## config.mk

```make
export PLATFORM = sky130hd
export DESIGN_NAME = ptc_trigger_timestamp
export DESIGN_NICKNAME = d
export VERILOG_FILES = /design/src/ptc_pkg.sv /design/src/ptc_trigger_timestamp.sv
export SDC_FILE = /design/constraint.sdc
export NUM_CORES = 1
export LEC_CHECK = 0
export BUFFER_PORTS_ARGS = -buffer_cell sky130_fd_sc_hd__buf_4
export CORE_AREA = 2 2 222 224
export DETAILED_ROUTE_END_ITERATION = 7
export DIE_AREA = 0 0 224 226
export PLACE_DENSITY = 0.64
export RECOVER_POWER = 50
export SYNTH_ARGS = -nofsm -noshare
export SYNTH_HDL_FRONTEND = slang
export SYNTH_SLANG_ARGS = --single-unit
```

## constraint.sdc

```tcl
create_clock -name CLOCK -period 10.6 [get_ports CLOCK]
set_input_delay 1.59 -clock CLOCK [delete_from_list [all_inputs] [get_ports CLOCK]]
set_output_delay 1.59 -clock CLOCK [all_outputs]
set_load 0.01 [all_outputs]
```

## src/ptc_pkg.sv

```systemverilog
package ptc_pkg;
  localparam logic [11:0] OFS_INDEX = 12'h520;
  localparam logic [11:0] OFS_CTRL_STAT = 12'h52C;
  localparam logic [11:0] OFS_TGT_NS = 12'h530;
  localparam logic [11:0] OFS_TGT_SEC = 12'h534;
  localparam logic [11:0] OFS_FIRE_CFG = 12'h538;
  localparam logic [11:0] OFS_IRQ_STAT = 12'h540;
  localparam logic [11:0] OFS_IRQ_CLR = 12'h544;
  localparam logic [11:0] OFS_IRQ_EN = 12'h548;
  localparam int NUM_FIRE = 3;
  localparam int NUM_CAP = 2;
  localparam int NUM_PIN = 2;
  localparam int NS_W = 30;
  localparam int CNT_W = 4;
  localparam int IDX_FIRE_LSB = 0;
  localparam int IDX_CAP_BIT = 8;
  localparam int IDX_PIN_BIT = 16;
  localparam int CS_OUT_SEL = 8;
  localparam int CS_PIN_IN = 7;
  localparam int CS_DIR = 6;
  localparam int CS_CAP_IRQ_EN = 5;
  localparam int CS_ACTIVE = 4;
  localparam int CS_FIRE_EN = 3;
  localparam int CS_FIRE_RST = 2;
  localparam int CS_CAP_EN = 1;
  localparam int CS_CAP_RST = 0;
  localparam int CFG_NOTIFY = 24;
  localparam int CFG_NOW = 25;
  localparam int IRQ_DONE_LSB = 0;
  localparam int IRQ_ERR_LSB = 16;
  localparam int IRQ_CAP_LSB = 24;
  localparam logic [31:0] RST_WORD = 32'h0000_0000;
  localparam logic [CNT_W-1:0] CNT_MAX = 4'hF;
endpackage

```

## src/ptc_trigger_timestamp.sv

```systemverilog
//
// Behaviour
// RQ1 - Index pointers select unit for each access.
// RQ2 - Pin output combinational or flopped per select.
// RQ3 - Read-only bit shows indexed pin input level.
// RQ4 - Direction bit one makes pin capture input.
// RQ5 - Capture interrupt status only when enabled.
// RQ6 - Active flag while armed and error-free.
// RQ7 - Enable arms unit, self-clears on firing.
// RQ8 - Software enables only cascade chain head; this code has no cascade, each unit is armed by its own enable write.
// RQ9 - Trigger soft reset restores defaults, halts chain; this code has no chain, the reset clears only the indexed unit.
// RQ10 - Capture enable write one clears count.
// RQ11 - Capture enable write zero clears flags.
// RQ12 - Capture soft reset restores unit defaults.
// RQ13 - Thirty-bit target nanoseconds, upper bits zero.
// RQ14 - Thirty-two-bit target seconds compared with time.
// RQ15 - Late target with notify sets error, interrupt.
// RQ16 - Notify bit gates done and error reporting.
// RQ17 - Fire-now bit fires late target at once.
// RQ18 - Soft reset bits act as self-clearing pulses.
`timescale 1ns/1ns
`default_nettype none
module ptc_trigger_timestamp (
  input wire logic CLOCK,
  input wire logic SYS_RST,
  input wire logic [11:0] AVS_ADDRESS,
  input wire logic AVS_READ,
  input wire logic AVS_WRITE,
  input wire logic [31:0] AVS_WRITEDATA,
  output logic [31:0] AVS_READDATA,
  output logic AVS_WAITREQUEST,
  input wire logic [31:0] SYS_TIME_SEC,
  input wire logic [29:0] SYS_TIME_NS,
  input wire logic [1:0] PIN_IN,
  output logic [1:0] PIN_OUT,
  output logic [1:0] PIN_OE_N,
  output logic IRQ
);
  //////////////////////////////////////////////////////////////////////////////
  // Bus slave: one wait cycle, then the access takes effect.
  logic ack_ff;
  logic [31:0] rdata_ff;
  logic [31:0] rd_mux;
  logic [31:0] cs_word;
  wire req = AVS_READ | AVS_WRITE;
  wire wr = AVS_WRITE & ack_ff;
  wire wr_idx = wr & (AVS_ADDRESS == ptc_pkg::OFS_INDEX);
  wire cs_wr = wr & (AVS_ADDRESS == ptc_pkg::OFS_CTRL_STAT);
  wire ns_wr = wr & (AVS_ADDRESS == ptc_pkg::OFS_TGT_NS);
  wire sec_wr = wr & (AVS_ADDRESS == ptc_pkg::OFS_TGT_SEC);
  wire cfg_wr = wr & (AVS_ADDRESS == ptc_pkg::OFS_FIRE_CFG);
  wire clr_wr = wr & (AVS_ADDRESS == ptc_pkg::OFS_IRQ_CLR);
  wire ien_wr = wr & (AVS_ADDRESS == ptc_pkg::OFS_IRQ_EN);
  assign AVS_WAITREQUEST = req & ~ack_ff;
  assign AVS_READDATA = rdata_ff;

  always_ff @(posedge CLOCK or posedge SYS_RST) begin
    if (SYS_RST) begin
      ack_ff <= 1'b0;
      rdata_ff <= ptc_pkg::RST_WORD;
    end else begin
      ack_ff <= req & ~ack_ff;
      if (AVS_READ & ~ack_ff) begin
        rdata_ff <= rd_mux;
      end
    end
  end

  //////////////////////////////////////////////////////////////////////////////
  // Unit index pointers.
  logic [1:0] fire_ptr_ff;
  logic cap_ptr_ff;
  logic pin_ptr_ff;
  always_ff @(posedge CLOCK or posedge SYS_RST) begin
    if (SYS_RST) begin
      fire_ptr_ff <= 2'h0;
      cap_ptr_ff <= 1'b0;
      pin_ptr_ff <= 1'b0;
    end else if (wr_idx) begin
      fire_ptr_ff <= AVS_WRITEDATA[ptc_pkg::IDX_FIRE_LSB +: 2]; // RQ1
      cap_ptr_ff <= AVS_WRITEDATA[ptc_pkg::IDX_CAP_BIT]; // RQ1
      pin_ptr_ff <= AVS_WRITEDATA[ptc_pkg::IDX_PIN_BIT]; // RQ1
    end
  end
  wire fire_ok = fire_ptr_ff < 2'(ptc_pkg::NUM_FIRE);

  //////////////////////////////////////////////////////////////////////////////
  // Trigger output units.
  logic [2:0] fire;
  logic [2:0] en_ff;
  logic [2:0] err_ff;
  logic [2:0] late_arm;
  logic [2:0] err_drop;
  logic [2:0] notify_ff;
  logic [2:0] now_ff;
  logic [29:0] tns_ff [3];
  logic [31:0] tsec_ff [3];
  wire [61:0] sys_time = {SYS_TIME_SEC, SYS_TIME_NS};

  genvar i;
  for (i = 0; i < ptc_pkg::NUM_FIRE; i++) begin : g_fire
    wire sel = fire_ptr_ff == 2'(i);
    wire cs_sel = cs_wr & sel;
    wire rst = cs_sel & AVS_WRITEDATA[ptc_pkg::CS_FIRE_RST];
    wire reached = sys_time >= {tsec_ff[i], tns_ff[i]}; // RQ14
    wire arm = cs_sel & AVS_WRITEDATA[ptc_pkg::CS_FIRE_EN] & ~en_ff[i];
    assign late_arm[i] = arm & reached & ~now_ff[i] & ~rst;
    assign err_drop[i] = cs_sel & ~AVS_WRITEDATA[ptc_pkg::CS_FIRE_EN]; // RQ15
    assign fire[i] = en_ff[i] & ~err_ff[i] & reached; // RQ17
    always_ff @(posedge CLOCK or posedge SYS_RST) begin
      if (SYS_RST) begin
        en_ff[i] <= 1'b0;
        err_ff[i] <= 1'b0;
        notify_ff[i] <= 1'b0;
        now_ff[i] <= 1'b0;
        tns_ff[i] <= 30'h0000_0000;
        tsec_ff[i] <= ptc_pkg::RST_WORD;
      end else if (rst) begin
        en_ff[i] <= 1'b0; // RQ9
        err_ff[i] <= 1'b0;
        notify_ff[i] <= 1'b0;
        now_ff[i] <= 1'b0;
        tns_ff[i] <= 30'h0000_0000;
        tsec_ff[i] <= ptc_pkg::RST_WORD;
      end else begin
        if (cs_sel) begin
          en_ff[i] <= AVS_WRITEDATA[ptc_pkg::CS_FIRE_EN]; // RQ7
        end else if (fire[i]) begin
          en_ff[i] <= 1'b0; // RQ7
        end
        if (cs_sel & ~AVS_WRITEDATA[ptc_pkg::CS_FIRE_EN]) begin
          err_ff[i] <= 1'b0; // RQ15
        end else if (late_arm[i]) begin
          err_ff[i] <= 1'b1; // RQ15
        end
        if (ns_wr & sel) begin
          tns_ff[i] <= AVS_WRITEDATA[29:0]; // RQ13
        end
        if (sec_wr & sel) begin
          tsec_ff[i] <= AVS_WRITEDATA; // RQ14
        end
        if (cfg_wr & sel) begin
          notify_ff[i] <= AVS_WRITEDATA[ptc_pkg::CFG_NOTIFY];
          now_ff[i] <= AVS_WRITEDATA[ptc_pkg::CFG_NOW];
        end
      end
    end
    chk_fire_clears_en: assert property (@(posedge CLOCK) disable iff (SYS_RST) // RQ7
      fire[i] && !cs_sel |=> !en_ff[i])
      else $error("Enable did not self-clear after firing.");
    chk_active_drops: assert property (@(posedge CLOCK) disable iff (SYS_RST) // RQ6
      late_arm[i] |=> en_ff[i] && !(en_ff[i] && !err_ff[i]) && !fire[i])
      else $error("Active flag or firing despite late target.");
    chk_now_fires: assert property (@(posedge CLOCK) disable iff (SYS_RST) // RQ17
      arm && reached && now_ff[i] && !rst |=> fire[i])
      else $error("Fire-now unit did not fire next cycle.");
    chk_fire_reset: assert property (@(posedge CLOCK) disable iff (SYS_RST) // RQ9
      rst |=> !en_ff[i] && tns_ff[i] == 30'h0000_0000 && !err_ff[i])
      else $error("Trigger soft reset left state behind.");
  end

  //////////////////////////////////////////////////////////////////////////////
  // Pins: pin n is driven by trigger unit n and feeds capture unit n.
  logic [1:0] dir_ff;
  logic [1:0] out_sel_ff;
  logic [1:0] pin_q_ff;
  logic [1:0] pin_prev_ff;
  wire pin_cs_wr = cs_wr;
  always_ff @(posedge CLOCK or posedge SYS_RST) begin
    if (SYS_RST) begin
      dir_ff <= 2'h0;
      out_sel_ff <= 2'h0;
      pin_q_ff <= 2'h0;
      pin_prev_ff <= 2'h0;
    end else begin
      pin_q_ff <= fire[1:0];
      pin_prev_ff <= PIN_IN;
      if (pin_cs_wr) begin
        dir_ff[pin_ptr_ff] <= AVS_WRITEDATA[ptc_pkg::CS_DIR]; // RQ4
        out_sel_ff[pin_ptr_ff] <= AVS_WRITEDATA[ptc_pkg::CS_OUT_SEL];
      end
    end
  end
  assign PIN_OUT = (out_sel_ff & fire[1:0]) | (~out_sel_ff & pin_q_ff); // RQ2
  assign PIN_OE_N = dir_ff; // RQ4
  chk_pin_flopped: assert property (@(posedge CLOCK) disable iff (SYS_RST) // RQ2
    !out_sel_ff[0] |-> PIN_OUT[0] == $past(fire[0]))
    else $error("Flopped pin path does not lag the trigger by one cycle.");

  //////////////////////////////////////////////////////////////////////////////
  // Timestamp capture units: rising edges on input pins are counted.
  logic [1:0] cap_en_ff;
  logic [1:0] cap_ie_ff;
  logic [1:0] rdy_ff;
  logic [1:0] ovf_ff;
  logic [1:0] cap_ev;
  logic [3:0] cnt_ff [2];
  for (i = 0; i < ptc_pkg::NUM_CAP; i++) begin : g_cap
    wire cw = cs_wr & (cap_ptr_ff == 1'(i));
    wire crst = cw & AVS_WRITEDATA[ptc_pkg::CS_CAP_RST];
    assign cap_ev[i] = cap_en_ff[i] & dir_ff[i] & PIN_IN[i] & ~pin_prev_ff[i];
    always_ff @(posedge CLOCK or posedge SYS_RST) begin
      if (SYS_RST) begin
        cap_en_ff[i] <= 1'b0;
        cap_ie_ff[i] <= 1'b0;
        rdy_ff[i] <= 1'b0;
        ovf_ff[i] <= 1'b0;
        cnt_ff[i] <= 4'h0;
      end else if (crst) begin
        cap_en_ff[i] <= 1'b0; // RQ12
        cap_ie_ff[i] <= 1'b0;
        rdy_ff[i] <= 1'b0;
        ovf_ff[i] <= 1'b0;
        cnt_ff[i] <= 4'h0;
      end else if (cw) begin
        cap_en_ff[i] <= AVS_WRITEDATA[ptc_pkg::CS_CAP_EN];
        cap_ie_ff[i] <= AVS_WRITEDATA[ptc_pkg::CS_CAP_IRQ_EN];
        if (AVS_WRITEDATA[ptc_pkg::CS_CAP_EN]) begin
          cnt_ff[i] <= 4'h0; // RQ10
        end else begin
          rdy_ff[i] <= 1'b0; // RQ11
          ovf_ff[i] <= 1'b0; // RQ11
        end
      end else if (cap_ev[i]) begin
        rdy_ff[i] <= 1'b1;
        if (cnt_ff[i] == ptc_pkg::CNT_MAX) begin
          ovf_ff[i] <= 1'b1;
        end else begin
          cnt_ff[i] <= cnt_ff[i] + 4'h1;
        end
      end
    end
    chk_cap_enable: assert property (@(posedge CLOCK) disable iff (SYS_RST) // RQ10
      cw && !crst && AVS_WRITEDATA[ptc_pkg::CS_CAP_EN] |=> cap_en_ff[i] && cnt_ff[i] == 4'h0)
      else $error("Capture enable did not clear the event count.");
    chk_cap_disable: assert property (@(posedge CLOCK) disable iff (SYS_RST) // RQ11
      cw && !AVS_WRITEDATA[ptc_pkg::CS_CAP_EN] |=> !rdy_ff[i] && !ovf_ff[i] && !cap_en_ff[i])
      else $error("Capture disable left flags set.");
  end

  //////////////////////////////////////////////////////////////////////////////
  // Interrupt status, clear and enable; a set beats a same-cycle clear.
  logic [31:0] ist_ff;
  logic [31:0] ien_ff;
  logic [31:0] ist_set;
  logic [31:0] ist_clr;
  // Disarming a unit also drops its reported error status.
  always_comb begin
    ist_clr = clr_wr ? AVS_WRITEDATA : ptc_pkg::RST_WORD;
    ist_clr[ptc_pkg::IRQ_ERR_LSB +: 3] = ist_clr[ptc_pkg::IRQ_ERR_LSB +: 3] | err_drop; // RQ15
    ist_set = ptc_pkg::RST_WORD;
    ist_set[ptc_pkg::IRQ_DONE_LSB +: 3] = fire & notify_ff; // RQ16
    ist_set[ptc_pkg::IRQ_ERR_LSB +: 3] = late_arm & notify_ff; // RQ15
    ist_set[ptc_pkg::IRQ_CAP_LSB +: 2] = cap_ev & cap_ie_ff; // RQ5
  end
  always_ff @(posedge CLOCK or posedge SYS_RST) begin
    if (SYS_RST) begin
      ist_ff <= ptc_pkg::RST_WORD;
      ien_ff <= ptc_pkg::RST_WORD;
    end else begin
      ist_ff <= ist_set | (ist_ff & ~ist_clr);
      if (ien_wr) begin
        ien_ff <= AVS_WRITEDATA;
      end
    end
  end
  assign IRQ = |(ist_ff & ien_ff);
  chk_notify_gate: assert property (@(posedge CLOCK) disable iff (SYS_RST) // RQ16
    fire[0] && !notify_ff[0] && !ist_ff[ptc_pkg::IRQ_DONE_LSB] |=>
      !ist_ff[ptc_pkg::IRQ_DONE_LSB])
    else $error("Done status raised with notify off.");
  chk_cap_irq: assert property (@(posedge CLOCK) disable iff (SYS_RST) // RQ5
    cap_ev[0] && !cap_ie_ff[0] && !ist_ff[ptc_pkg::IRQ_CAP_LSB] |=>
      !ist_ff[ptc_pkg::IRQ_CAP_LSB])
    else $error("Capture status raised with interrupt disabled.");
  chk_bus_answer: assert property (@(posedge CLOCK) disable iff (SYS_RST)
    AVS_WAITREQUEST |=> !AVS_WAITREQUEST)
    else $error("Bus access held longer than one wait cycle.");

  //////////////////////////////////////////////////////////////////////////////
  // Read multiplexer; soft reset bits always read back as zero.
  always_comb begin
    cs_word = ptc_pkg::RST_WORD; // RQ18
    cs_word[ptc_pkg::CS_OUT_SEL] = out_sel_ff[pin_ptr_ff];
    cs_word[ptc_pkg::CS_PIN_IN] = PIN_IN[pin_ptr_ff]; // RQ3
    cs_word[ptc_pkg::CS_DIR] = dir_ff[pin_ptr_ff];
    cs_word[ptc_pkg::CS_CAP_IRQ_EN] = cap_ie_ff[cap_ptr_ff];
    cs_word[ptc_pkg::CS_CAP_EN] = cap_en_ff[cap_ptr_ff];
    if (fire_ok) begin
      cs_word[ptc_pkg::CS_ACTIVE] = en_ff[fire_ptr_ff] & ~err_ff[fire_ptr_ff]; // RQ6
      cs_word[ptc_pkg::CS_FIRE_EN] = en_ff[fire_ptr_ff];
    end
    rd_mux = ptc_pkg::RST_WORD;
    case (AVS_ADDRESS)
      ptc_pkg::OFS_INDEX: begin
        rd_mux[ptc_pkg::IDX_FIRE_LSB +: 2] = fire_ptr_ff;
        rd_mux[ptc_pkg::IDX_CAP_BIT] = cap_ptr_ff;
        rd_mux[ptc_pkg::IDX_PIN_BIT] = pin_ptr_ff;
      end
      ptc_pkg::OFS_CTRL_STAT: rd_mux = cs_word;
      ptc_pkg::OFS_TGT_NS: rd_mux = fire_ok ? {2'h0, tns_ff[fire_ptr_ff]} : 32'h0; // RQ13
      ptc_pkg::OFS_TGT_SEC: rd_mux = fire_ok ? tsec_ff[fire_ptr_ff] : 32'h0;
      ptc_pkg::OFS_FIRE_CFG: begin
        if (fire_ok) begin
          rd_mux[ptc_pkg::CFG_NOTIFY] = notify_ff[fire_ptr_ff];
          rd_mux[ptc_pkg::CFG_NOW] = now_ff[fire_ptr_ff];
        end
      end
      ptc_pkg::OFS_IRQ_STAT: rd_mux = ist_ff;
      ptc_pkg::OFS_IRQ_EN: rd_mux = ien_ff;
      default: rd_mux = ptc_pkg::RST_WORD;
    endcase
  end
endmodule
`default_nettype wire

```

After elaboration in Yosys (flattened, before gate mapping)
Index checks and enable logic that the tools add are counted.
{"block": "op_classes", "magnitude_cmp": 9, "n_eq_ne": 10, "muxes": 91, "n_bitwise": 92, "reduce_logical": 20}
{"cell": "32-bit two-way mux", "count": 10}
{"cell": "30-bit two-way mux", "count": 9}
{"cell": "62-bit greater-or-equal comparator", "count": 3}
{"cell": "12-bit by 11-bit == test with 1-bit output (second input constant)", "count": 8}
{"cell": "32-bit AND", "count": 2}
{"cell": "32-bit binary-select mux with 2-bit select", "count": 1}
{"cell": "1-bit AND", "count": 60}
{"cell": "30-bit binary-select mux with 2-bit select", "count": 1}
{"cell": "7-bit one-hot mux with 4 select lines", "count": 2}
{"cell": "1-bit two-way mux", "count": 53}
{"cell": "32-bit NOT", "count": 1}
{"cell": "26-bit by 32-bit OR with 32-bit output", "count": 1}
{"cell": "32-bit OR reduction", "count": 1}
{"cell": "6-bit one-hot mux with 5 select lines", "count": 1}
{"cell": "6-bit one-hot mux with 4 select lines", "count": 1}
{"cell": "2-bit nonzero test", "count": 11}
{"cell": "1-bit NOT", "count": 18}
{"cell": "3-bit nonzero test", "count": 6}
{"cell": "2-bit one-hot mux with 6 select lines", "count": 1}
{"cell": "2-bit one-hot mux with 5 select lines", "count": 1}
{"cell": "1-bit binary-select mux with 2-bit select", "count": 4}
{"cell": "2-bit AND", "count": 3}
{"cell": "3-bit AND", "count": 2}
{"cell": "1-bit one-hot mux with 6 select lines", "count": 1}
{"cell": "other kinds (18)", "count": 21}
{"block": "word_totals", "register_bits": 311, "input_bits": 112, "out_inout_bits": 38, "word_cells": 255}

Depth between registers and ports, before layout
{"block": "depth", "depth_word": 11, "mapped_depth": 12, "mapped_depth_nobuf": 12}

Worst setup path before layout
Ideal clock, no wire load.
{"block": "synth_path", "path_kind": "input to output", "start": "input SYS_TIME_SEC[29]", "end": "output PIN_OUT[0]", "arrival_ps": 3438, "t_required_ps": 9010, "setup_slack_ps": 5572, "cell_stages": 8, "path_buffers": 0, "cell_sequence": "ha_1 nand4_2 nor4_2 nand2_1 or4_1 o21ai_2 and3_4 mux2_4"}
{"block": "synth_between", "elab_chain_len": 4}
{"element": "start: declaration", "line_no": "ptc_trigger_timestamp.sv:32", "rtl": "input wire logic [31:0] SYS_TIME_SEC,"}
{"element": "62-bit greater-or-equal comparator", "line_no": "ptc_trigger_timestamp.sv:105", "rtl": "wire reached = sys_time >= {tsec_ff[i], tns_ff[i]};"}
{"element": "1-bit AND", "line_no": "ptc_trigger_timestamp.sv:109", "rtl": "assign fire[i] = en_ff[i] & ~err_ff[i] & reached;"}
{"element": "named net fire[0]", "line_no": "ptc_trigger_timestamp.sv:89", "rtl": "logic [2:0] fire;"}
{"element": "2-bit AND", "line_no": "ptc_trigger_timestamp.sv:184", "rtl": "assign PIN_OUT = (out_sel_ff & fire[1:0]) | (~out_sel_ff & pin_q_ff);"}
{"element": "2-bit OR", "line_no": "ptc_trigger_timestamp.sv:184"}
{"element": "end: declaration", "line_no": "ptc_trigger_timestamp.sv:35", "rtl": "output logic [1:0] PIN_OUT,"}
The timed path passes the listed nets, and every way through them passes these cells.

==> key figures <==
Setup path
  – Reg-to-reg slack, setup: 6900 ps
  – CP startpoint kind: primary input
  – Worst-case reg-to-reg path depth: 9
  – Crit Path Class: primary input to async pin
  – CP max stage delay: 2520 ps
  – CP cell instances: clkbuf_1 > clkinvlp_2 > clkbuf_1
  – CP endpoint kind: async pin
  – Worst endpoint required time: 10500 ps
  – Critical path fanouts, max: 95
  – CP dominant cell by count: clkbuf_1
  – CP Data Arrival Time: 6790 ps
  – Critical path's slowest cell: clkbuf_1

Global routing
  – Initial antenna violation count: 0
  – Largest net degree at the start of global routing: 96
  – Grt total ovfl: 0
  – Total GRT Usage: 0.2558
  – Vias in the first global route: 16.09k
  – First-pass GRT wire length: 98120 microns

Yosys
  – Area share of the largest cell type after synthesis: 0.4069
  – Synth Instances: 1999
  – Most used DFF post-synth: dfrtp_1
  – Post-synthesis register bit count: 311
  – Mapped Area: 0.01912 sq mm
  – Top cell type by total area after synthesis: dfrtp_1
  – Seq/Total Area, Yosys: 0.4069
  – Most frequent cell after synthesis: dfrtp_1
  – Post-Syn Nets: 2297
  – Yosys warning total: 0
  – EDFF count, synth: 0
  – Post-synth top cells: dfrtp_1, mux2i_1, nor2_1
  – Ys async rst share: 1.000
  – Synth top area cells: dfrtp_1, ha_1, mux2i_1
  – Avg Cell Area, Syn: 9.567 sq um
  – Yosys cell types: 63

Timing
  – Final Critical Period: 6884 ps
  – Clk_skew: 19.02 ps
  – Least-Margin Pin Slew: 4531 ps
  – Setup-failing EPs final: 0
  – Final hold vios: 0
  – Fin crit share: 0.6495
  – Max_slew headroom: -2.037
  – Max Freq: 0.1453 GHz
  – Fin Setup TNS: 0 ps
  – Unrepaired setup endpoints after global routing: no
  – Slew Viols, Final: 191

Route
  – Via count: 16.06k
  – Final WL: 64910 microns
  – Remaining DRCs: 0
  – Drt pass-1 iters: 5
  – DRT antenna net count: 0
  – Iter 0 DRT Violations: 1437
  – Via density: 5.852
  – Avg WL per Cell: 23.64 microns

Clocking
  – Clock Tree Buf Depth: 3
  – Num CTS Buffers: 37
  – CTS Root Cell: clkbuf_16
  – TritonCTS clock tree: built
  – Post-CTS Setup Bufs: 0
  – CTS-repair resized insts: 0
  – CTS Hold Buffers Added: 0
  – CTS Sinks: 311
  – Clk_lat worst skew: 560 ps
  – CTS HTree Levels: 2
  – Clk slew on worst S/H paths: 60 ps

Power and ir drop
  – Net switching power: 0.0006553 W
  – PwrDens: 124.2 mW/mm^2
  – Max VDD drop: 0.00008398 V
  – Tot Pwr: 0.002707 W
  – Static Leakage: 10.55 nW
  – Combinational power share: 0.077
  – Clock network power share: 0.483
  – Reg power frac: 0.440
  – Switching portion of total power: 0.2421
  – Int Power: 0.002052 W

Floorplan
  – Die area: 0.05062 sq mm
  – Die extent in y: 226 microns
  – Die width: 224 microns
  – Initial core utilization: 0.3956
  – Top-Level Pins: 150
  – Core Area: 0.04834 sq mm
  – Rows: 81

Job
  – Max-cap violation count: 3

Min path
  – Worst hold stages: 1
  – Hold crit path type: flop to flop

Final layout
  – Post-Layout Inst Area: 0.02179 sq mm
  – Ant diodes: 0
  – Final nets: 2395
  – Share of layout cells above drive strength 1: 0.1215
  – Layout area overhead: 13.95%

Placed design
  – DP Area: 0.02074 sq mm
  – Port bufs: 149
  – Dpl hpwl: 46130 microns
  – Routability Congestion: 0.9734

Status
  – Failing checks: max-capacitance violations, max-slew violations
  – Status: finished, violations left
[path summary, 6_finish.rpt]
path / to / from
min reg2reg: ist_ff[25] / pin_prev_ff[1]
max: tns_ff[56] / SYS_RST
min: ist_ff[25] / pin_prev_ff[1]
min in group asynchronous: cap_en_ff[1] / SYS_RST
max in group CLOCK: PIN_OUT[0] / SYS_TIME_NS[25]
max reg2reg: AVS_READDATA[4] / fire_ptr_ff[0]
[cell families after synthesis]
kind of cell             synth area share
adder cells (fa/ha/maj)            0.1217
AO/OA/AOI/OAI                      0.1428
multiplexers                       0.1417
AND/OR/NAND/NOR                    0.1239
flip-flops                         0.4069
buffers and inverters             0.06300
[power groups by stage]
stage	combinational [W]	sequential [W]	clock, W
finish	0.000208	0.00119	0.00131
global route	0.000231	0.00119	0.00138
CTS	0.000210	0.00119	0.00133
detailed placement	0.000209	0.00121	0
global placement	0.000202	0.00121	0
floorplan	0.000101	0.00121	0
[critical path: cells and delay by family]
family	cells	cell delay (ps)
buf+inv	3	5120
[final cells by class]
class,instances,area [sq um]
Clock buffer,54,1092
Clock inverter,11,136.4
Fill cell,4555,26550
Inverter,190,714.4
Multi-Input combinational cell,1388,10170
Sequential cell,311,7787
Tap cell,622,778.2
Timing Repair Buffer,169,1115
[routing by layer]
layer	vias to the layer above	wire length, microns	GRT usage
met4	0	1928	0.08000
met2	693	29700	0.4104
li1	7290	-	-
met5	-	0	0
met3	117	4675	0.04228
met1	7964	28600	0.3535
[registers in the layout, summed over array words and instances, names as in the netlist, 3 cells and up]
name          cells
now_ff            3
err_ff            3
ist_ff           32
tns_ff           90
en_ff             3
AVS_READDATA     32
tsec_ff          96
ien_ff           32
notify_ff         3
[stage by stage]
| stage | instances | utilization | setup WS, ps | hold slack [ps] |
|---|---|---|---|---|
| final | 2745 | 0.4508 | 3716 | 448.7 |
| after global routing | 2745 | 0.4508 | 2527 | 472.1 |
| after CTS | 2745 | 0.4544 | 4765 | 442.8 |
| after detailed placement | 2680 | 0.4290 | 4767 | 424.1 |
| after global placement | 2680 | 0.4290 | 4793 | 426.0 |
| after floorplan | 1999 | - | 408.9 | 410.4 |
[cell usage in the layout (no fill, tap or decap), drive strengths merged, types with 38 or more instances in the layout]
cell / n
buf: 127
mux2i: 222
clkbuf: 96
nand2: 140
o22ai: 53
o21ai: 69
nand4: 38
ha: 186
a21oi: 132
inv: 190
nand3: 63
dfrtp: 311
nor2: 207
mux2: 43
No activity file was read; power rests on OpenSTA's default activity.
